$ cat src/qcrg_defines.svh
/*
  Constants of the quad clock request gating block: register offsets,
  field positions, reset values, widths and driver type codes.
  Assumes inclusion by bare name from qcrg_pkg.sv and the top module.
*/
`ifndef QCRG_DEFINES_SVH
`define QCRG_DEFINES_SVH

// Register byte offsets
`define QCRG_OFF_CTRL     12'h000
`define QCRG_OFF_DRIVE    12'h004
`define QCRG_OFF_STATUS   12'h008

// Control register fields
`define QCRG_CTRL_W       16
`define QCRG_F_REQPOL     3:0
`define QCRG_F_SWREQ      7:4
`define QCRG_B_FORCE      8
`define QCRG_B_OUTPOL     9
`define QCRG_F_DRVTYPE    11:10
`define QCRG_B_ACMODE     12
`define QCRG_B_SKEWINV    13
`define QCRG_B_LDO_ON     14
`define QCRG_B_SHUTDOWN   15
`define QCRG_CTRL_RST     16'h0000

// Drive register: two bits per output
`define QCRG_DRIVE_W      8
`define QCRG_DRIVE_RST    8'h00

// Status register fields
`define QCRG_ST_OT        0
`define QCRG_ST_OUTS      4:1
`define QCRG_ST_SRCREQ    5
`define QCRG_ST_W         6

// Source request driver types
`define QCRG_DRV_PP       2'h0
`define QCRG_DRV_OD       2'h1
`define QCRG_DRV_OS       2'h2

// Skew stage index width; each stage lags the previous by one system clock
`define QCRG_SKEW_W       2
`define QCRG_ZERO_WORD    32'h0000_0000

`endif

$ cat src/qcrg_pkg.sv
/*
  Types of the quad clock request gating block.
  Assumes qcrg_defines.svh is on the include path.
*/
`include "qcrg_defines.svh"
package qcrg_pkg;
  typedef struct packed {
    logic       shutdown;
    logic       ldo_on;
    logic       skew_inv;
    logic       ac_mode;
    logic [1:0] drv_type;
    logic       out_pol;
    logic       force_req;
    logic [3:0] sw_req;
    logic [3:0] req_pol;
  } qcrg_ctrl_s;

  typedef struct packed {
    logic       oe;
    logic       level;
  } qcrg_pin_s;
endpackage

$ cat src/qcrg_top.sv
/*
  Quad clock request gating: four gated, skewed clock outputs, a source
  clock request, regulator and input-stage control, APB registers.
  Assumes the source clock and request pins are asynchronous to
  clk_sys_i; the source clock is sampled as a level, so the gated
  outputs are a replica of it at the system clock's resolution.
*/
`include "qcrg_defines.svh"
module qcrg_top
  import qcrg_pkg::*;
(
  input  wire logic        clk_sys_i,
  input  wire logic        srst_i,
  input  wire logic        psel_i,
  input  wire logic        penable_i,
  input  wire logic        pwrite_i,
  input  wire logic [11:0] paddr_i,
  input  wire logic [31:0] pwdata_i,
  output logic      [31:0] prdata_o,
  output logic             pready_o,
  output logic             pslverr_o,
  input  wire logic        src_clk_i,
  input  wire logic [3:0]  per_output_request_in_i,
  input  wire logic        dev_enable_i,
  input  wire logic        over_temp_i,
  output logic             clock_output_one_o,
  output logic             clock_output_two_o,
  output logic             clock_output_three_o,
  output logic             clock_output_four_o,
  output logic [7:0]       drive_step_o,
  output logic             src_req_out_o,
  output logic             src_req_oe_o,
  output logic             ldo_en_o,
  output logic             in_stage_en_o,
  output logic             ac_mode_o,
  output logic             ac_bias_en_o,
  output logic             low_power_o
);
  // Two-flop synchronisers for all pin inputs
  logic [3:0] req_s1_ff, req_s2_ff;
  logic       clk_s1_ff, clk_s2_ff, clk_s3_ff;
  logic       en_s1_ff, en_s2_ff;
  logic       ot_s1_ff, ot_s2_ff;
  always_ff @(posedge clk_sys_i) begin
    req_s1_ff <= per_output_request_in_i;
    req_s2_ff <= req_s1_ff;
    clk_s1_ff <= src_clk_i;
    clk_s2_ff <= clk_s1_ff;
    clk_s3_ff <= clk_s2_ff;
    en_s1_ff  <= dev_enable_i;
    en_s2_ff  <= en_s1_ff;
    ot_s1_ff  <= over_temp_i;
    ot_s2_ff  <= ot_s1_ff;
  end

  // Registers; reset models battery power-up, not the enable pin
  qcrg_ctrl_s ctrl_ff;
  logic [`QCRG_DRIVE_W-1:0] drive_ff;
  logic ot_flag_ff;

  // APB decode: zero wait states, unmapped address errors
  wire acc      = psel_i & penable_i;
  wire hit_ctrl = (paddr_i == `QCRG_OFF_CTRL);
  wire hit_drv  = (paddr_i == `QCRG_OFF_DRIVE);
  wire hit_st   = (paddr_i == `QCRG_OFF_STATUS);
  wire mapped   = hit_ctrl | hit_drv | hit_st;
  wire wr_ctrl  = acc & pwrite_i & hit_ctrl;
  wire wr_drv   = acc & pwrite_i & hit_drv;
  wire wr_st    = acc & pwrite_i & hit_st;

  // Request logic, always alive even in low power
  wire [3:0] pin_act  = req_s2_ff ^ ctrl_ff.req_pol;
  wire [3:0] want     = pin_act | ctrl_ff.sw_req;
  wire       halted   = ot_flag_ff | ctrl_ff.shutdown;
  wire       any_req  = |want;
  wire       src_act  = any_req | ctrl_ff.force_req;
  wire       src_fall = clk_s3_ff & ~clk_s2_ff;

  // Gate enables change only at a source falling edge, so the source clock
  // is low at both switch points; lagging or inverted taps can still be cut short
  logic [3:0] gate_ff;
  wire  [3:0] nxt_gate = src_fall ? (want & {4{~halted}}) : gate_ff;
  always_ff @(posedge clk_sys_i) begin
    if (srst_i) gate_ff <= 4'h0;
    else        gate_ff <= nxt_gate;
  end

  // Skew chain: each output lags the previous by one system clock, which
  // spreads the switching edges; invert mode groups them in pairs
  logic [3:0] dly_ff;
  wire        base = clk_s2_ff;
  wire  [3:0] nxt_dly = {dly_ff[2:0], base};
  always_ff @(posedge clk_sys_i) begin
    if (srst_i) dly_ff <= 4'h0;
    else        dly_ff <= nxt_dly;
  end
  wire [3:0] tap_skew = dly_ff;
  wire [3:0] tap_inv  = {~dly_ff[1], dly_ff[1], ~dly_ff[0], dly_ff[0]};
  wire [3:0] tap      = ctrl_ff.skew_inv ? tap_inv : tap_skew;

  // Gating forces zero; an inverted tap idles high only while gated on
  wire [3:0] nxt_out = tap & gate_ff;
  logic [3:0] out_ff;
  always_ff @(posedge clk_sys_i) begin
    if (srst_i) out_ff <= 4'h0;
    else        out_ff <= nxt_out;
  end
  assign clock_output_one_o   = out_ff[0];
  assign clock_output_two_o   = out_ff[1];
  assign clock_output_three_o = out_ff[2];
  assign clock_output_four_o  = out_ff[3];

  // Source request pin with polarity and driver style
  wire lvl = src_act ^ ctrl_ff.out_pol;
  qcrg_pin_s nxt_pin;
  always_comb begin
    nxt_pin.level = lvl;
    nxt_pin.oe    = 1'b1;
    case (ctrl_ff.drv_type)
      `QCRG_DRV_PP: nxt_pin.oe = 1'b1;
      `QCRG_DRV_OD: nxt_pin.oe = ~lvl;
      `QCRG_DRV_OS: nxt_pin.oe = lvl;
      default:      nxt_pin.oe = 1'b1;
    endcase
  end
  qcrg_pin_s pin_ff;
  always_ff @(posedge clk_sys_i) begin
    if (srst_i) pin_ff <= '0;
    else        pin_ff <= nxt_pin;
  end
  assign src_req_out_o = pin_ff.level;
  assign src_req_oe_o  = pin_ff.oe;

  // Power controls; over-temperature turns off the regulator, input stage and AC bias
  wire nxt_ldo   = (any_req | ctrl_ff.ldo_on) & ~ot_flag_ff;
  wire nxt_in_en = ~halted & en_s2_ff;
  wire nxt_bias  = ctrl_ff.ac_mode & src_act & nxt_in_en;
  wire nxt_lp    = ~en_s2_ff;
  logic ldo_ff, in_en_ff, bias_ff, lp_ff, ac_ff;
  logic [7:0] drv_o_ff;
  always_ff @(posedge clk_sys_i) begin
    if (srst_i) begin
      ldo_ff   <= 1'b0;
      in_en_ff <= 1'b0;
      bias_ff  <= 1'b0;
      lp_ff    <= 1'b1;
      ac_ff    <= 1'b0;
      drv_o_ff <= `QCRG_DRIVE_RST;
    end else begin
      ldo_ff   <= nxt_ldo;
      in_en_ff <= nxt_in_en;
      bias_ff  <= nxt_bias;
      lp_ff    <= nxt_lp;
      ac_ff    <= ctrl_ff.ac_mode;
      drv_o_ff <= drive_ff;
    end
  end
  assign ldo_en_o      = ldo_ff;
  assign in_stage_en_o = in_en_ff;
  assign ac_bias_en_o  = bias_ff;
  assign low_power_o   = lp_ff;
  assign ac_mode_o     = ac_ff;
  assign drive_step_o  = drv_o_ff;

  // Register writes land at the access edge; enable pin never clears them
  always_ff @(posedge clk_sys_i) begin
    if (srst_i) begin
      ctrl_ff  <= `QCRG_CTRL_RST;
      drive_ff <= `QCRG_DRIVE_RST;
    end else begin
      if (wr_ctrl) ctrl_ff  <= pwdata_i[`QCRG_CTRL_W-1:0];
      if (wr_drv)  drive_ff <= pwdata_i[`QCRG_DRIVE_W-1:0];
    end
  end

  // Over-temperature flag: sticky, write one clears, set wins
  wire ot_clr = wr_st & pwdata_i[`QCRG_ST_OT];
  wire nxt_ot = ot_s2_ff | (ot_flag_ff & ~ot_clr);
  always_ff @(posedge clk_sys_i) begin
    if (srst_i) ot_flag_ff <= 1'b0;
    else        ot_flag_ff <= nxt_ot;
  end

  // Read mux and response
  logic [`QCRG_ST_W-1:0] st;
  always_comb begin
    st = '0;
    st[`QCRG_ST_OT]     = ot_flag_ff;
    st[`QCRG_ST_OUTS]   = gate_ff;
    st[`QCRG_ST_SRCREQ] = src_act;
  end
  wire [31:0] rd_mux =
    hit_ctrl ? {16'h0000, ctrl_ff} :
    hit_drv  ? {24'h000000, drive_ff} :
    hit_st   ? {26'h0000000, st} : `QCRG_ZERO_WORD;
  logic [31:0] prdata_ff;
  logic        pready_ff, pslverr_ff;
  wire [31:0] nxt_rdata = (psel_i & ~penable_i & ~pwrite_i) ? rd_mux
                                                           : prdata_ff;
  wire setup = psel_i & ~penable_i;
  always_ff @(posedge clk_sys_i) begin
    if (srst_i) begin
      prdata_ff  <= `QCRG_ZERO_WORD;
      pready_ff  <= 1'b0;
      pslverr_ff <= 1'b0;
    end else begin
      prdata_ff  <= nxt_rdata;
      pready_ff  <= setup;
      pslverr_ff <= setup & ~mapped;
    end
  end
  assign prdata_o  = prdata_ff;
  assign pready_o  = pready_ff;
  assign pslverr_o = pslverr_ff;
endmodule

$ cat config.mk
export PLATFORM = sky130hd
export DESIGN_NAME = qcrg_top
export DESIGN_NICKNAME = d
export VERILOG_FILES = /design/src/qcrg_pkg.sv /design/src/qcrg_top.sv
export VERILOG_INCLUDE_DIRS = /design/src
export SDC_FILE = /design/constraint.sdc
export NUM_CORES = 1
export LEC_CHECK = 0
export ABC_CLOCK_PERIOD_IN_PS = 1900
export BUFFER_PORTS_ARGS = -buffer_cell sky130_fd_sc_hd__buf_2
export CORE_ASPECT_RATIO = 1.4
export CORE_MARGIN = 3
export CORE_UTILIZATION = 30
export DETAILED_ROUTE_END_ITERATION = 6
export PLACE_DENSITY = 0.6
export SETUP_SLACK_MARGIN = 0.1
export SLEW_MARGIN = 20
export SYNTH_ARGS = -nofsm -noshare
export SYNTH_HDL_FRONTEND = slang
export SYNTH_SLANG_ARGS = --single-unit
$ cat constraint.sdc
create_clock -name clk_sys_i -period 1.9 [get_ports clk_sys_i]
set_input_delay 0.095 -clock clk_sys_i [delete_from_list [all_inputs] [get_ports clk_sys_i]]
set_output_delay 0.095 -clock clk_sys_i [all_outputs]
set_load 0.01 [all_outputs]
==> flow_metrics.py <==
metrics = {
    "grt": {
        "gr-usage-all-layers_pct": 12.9,
        "grt_max_degree": 27,
        "grt_overflow_total": 0,
        "grt_pass1_wl_um": 11600,
        "grt_pass1_vias": 2431,
        "antenna_found_initial": 0,
    },
    "timing": {
        "worst_pin_slew_ns": 0.516,
        "period_share_pct": 87.7,
        "setup_tns_ns": 0,
        "setup_viol": 0,
        "fin_skew_ns": 0.00741,
        "hold_viol": 0,
        "grt_setup_unrepaired": "no",
        "fmax_mhz": 600,
        "holdWs_ns": 0.00939,
        "min_period_ns": 1.67,
        "drv_slew": 0,
        "slew_headroom_pct": 65.6,
    },
    "finish": {
        "n_antenna_cell": 0,
        "utilization_pct": 40.5,
        "fin_nets": 477,
        "final_area_um2": 4070,
        "drive_gt1_share_pct": 26.2,
        "nFillCells": 1032,
        "syn_to_final_growth_pct": 29.7,
        "layout_common_cells": "dfxtp_1 (85), buf_2 (76), nand2_1 (47), nor2_1 (33), a21oi_1 (27)",
        "final_common_cell": "dfxtp_1",
    },
    "cts": {
        "clk_pin_slew_ns": 0.06,
        "htreeDepth": 3,
        "cts_sinks": 85,
        "cts-root-buf": "clkbuf_16",
        "postCtsSetupBuffers": 0,
        "cts_buffers": 9,
        "cts_buffer_depth": 2,
        "cts_tree": "done",
        "clk_latency_ns": 0.34,
    },
    "worst_hold_path": {
        "hp-start": "pwdata_i[10]",
        "hp-class": "input pin to flip-flop",
        "worst_hold_path.endpoint": "ctrl_ff[10]",
        "holdPathStages": 3,
    },
    "route": {
        "drt_iter0_drc": 109,
        "wl_per_cell_um": 13.4,
        "drtPass1Iterations": 4,
        "wl_um": 7480,
        "drc_errors": 0,
        "viasPerCell": 4.47,
        "postRouteAntennaNets": 0,
        "vias": 2497,
    },
    "synth": {
        "syn-cell-area_um2": 3140,
        "async_reset_ff_share_pct": 0,
        "yosysTopAreaCell": "dfxtp_1",
        "yosys.area.top_type_share_pct": 54.2,
        "synth.area.top_cells": "dfxtp_1 (54%), mux2i_1 (5.7%), nand2_1 (5.6%)",
        "yosys_register_bits": 85,
        "synth_ff_type": "dfxtp_1",
        "netlist_instances": 328,
        "syn_avg_cell_area_um2": 9.57,
        "yosys.cell_types.count": 39,
        "ys_seq_area_share_pct": 54.2,
        "synth_edf_count": 0,
        "ys_warn_count": 0,
    },
    "placement": {
        "hpwl_um": 5550,
        "place_congestion": 0.790,
        "io_buffers": 76,
        "place_area_um2": 3660,
    },
    "critical_path": {
        "rrSetupSlack_ns": 0.23,
        "crit_fanout": 6,
        "worst_setup_path_end_kind": "flip-flop",
        "r2r_end": "src_req_oe_o",
        "worstSetupStartpointType": "flip-flop",
        "crit-reg2reg-launch": "ctrl_ff[3]",
        "path_class": "flip-flop to flip-flop",
        "cp_data_arrival_time_ns": 1.88,
        "crit_required_ns": 2.12,
        "rr_worst_depth": 5,
    },
    "run": {
        "cap_viol_max_count": 0,
    },
    "die": {
        "io_pins": 109,
        "die_width_um": 92.5,
        "die_h_um": 127,
        "rows": 43,
        "core-area_um2": 10100,
        "initial_utilization_pct": 31.2,
        "dieArea_um2": 11700,
    },
    "pwr": {
        "power.leakage_nw": 1.69,
        "vdd_drop_max_v": 0.000467,
        "power_density_nw_per_um2": 959,
    },
    "status": {
        "status": "finished, final reports clean",
    },
}
==> cell type report <==
type,instances,area (µm²),area share (%)
timing repair buffer,97,573,14.1
clock buffer,12,256,6.30
clock inverter,4,70.1,1.72
multi-input combinational,221,1280,31.5
sequential,85,1700,41.8
inverter,5,18.8,0.461
tap,135,169,4.15
==> critical path, stage by stage, from the launching register on <==
cell and delay (ns):
dfxtp_1 0.33, xor2_1 0.16, nor2_1 0.23, nand4_1 0.36
nor4b_1 0.37, nor4b_1 0.10
==> where the power goes <==
group / switching (mW) / internal (mW) / leakage (nW) / total [mW]
Combinational: 0.111 / 0.0759 / 0.832 / 0.187
Sequential: 0.0145 / 1.82 / 0.693 / 1.83
Clock: 0.670 / 1.22 / 0.163 / 1.89
Total: 0.795 / 3.11 / 1.69 / 3.90
==> routing by layer <==
metal	track usage (%)	share of wire, %	vias up
met5	0	0	-
li1	-	-	1252
met4	7.00	2.0	0
met2	22.1	50	77
met3	4.06	6.4	8
met1	14.1	41	1160
==> logic make-up (layout without fill, tap and decap cells) <==
logic type      Yosys count  after routing  synth area share (%)
flops                    85             85                  54.2
xor+xnor                  5              5                  1.39
buf+inv                  37            118                  6.70
simple gates            134            134                  22.8
compound gates           46             46                  8.21
other cells               1             16                 0.119
mux                      18             18                  5.74
fa+ha+maj                 2              2                 0.797
==> registers in the layout, summed over array words and instances, names as in the netlist, 4 cells and up <==
signal	cells
ctrl_ff	16
prdata_o	16
drive_ff	8
drive_step_o	8
dly_ff	4
gate_ff	4
out_ff	4
req_s1_ff	4
req_s2_ff	4
==> per-stage QoR <==
stage | setup slack (ns) | power (mW) | instances
floorplan | 0.356 | 1.98 | 343
global placement | 0.188 | 2.04 | 534
detailed placement | 0.142 | 2.04 | 534
CTS | 0.207 | 3.95 | 559
global route | 0.101 | 4.04 | 559
finish | 0.235 | 3.90 | 559
==> cell usage after synthesis (4+ instances only) <==
cell,n
clkbuf_1,9
buf_4,16
nor4_1,4
inv_1,5
nor4_4,4
mux2i_1,18
xor2_1,4
nor2b_1,14
nand2_1,47
nand3_1,6
a21oi_1,27
dfxtp_1,85
nor2_1,33
o21ai_0,6
a22oi_1,8
nor3_1,5
==> worst max path at each step <==
stage	from	endpoint	slack (ns)	cells after the start
final	ctrl_ff[3]	src_req_oe_o	0.23	5
after global routing	ctrl_ff[3]	src_req_oe_o	0.10	5
after CTS	ctrl_ff[3]	src_req_oe_o	0.21	5
after detailed placement	paddr_i[5]	ctrl_ff[14]	0.14	7
after global placement	paddr_i[5]	ctrl_ff[14]	0.19	7
after floorplan	paddr_i[5]	ctrl_ff[13]	0.36	7
==> timing repair <==
item	4_1_cts	5_1_grt
setup endpoints to repair	0	1
resized for setup	0	0
hold buffers	9	0
hold endpoints to repair	9	0
(Power assumes the default switching activity.)
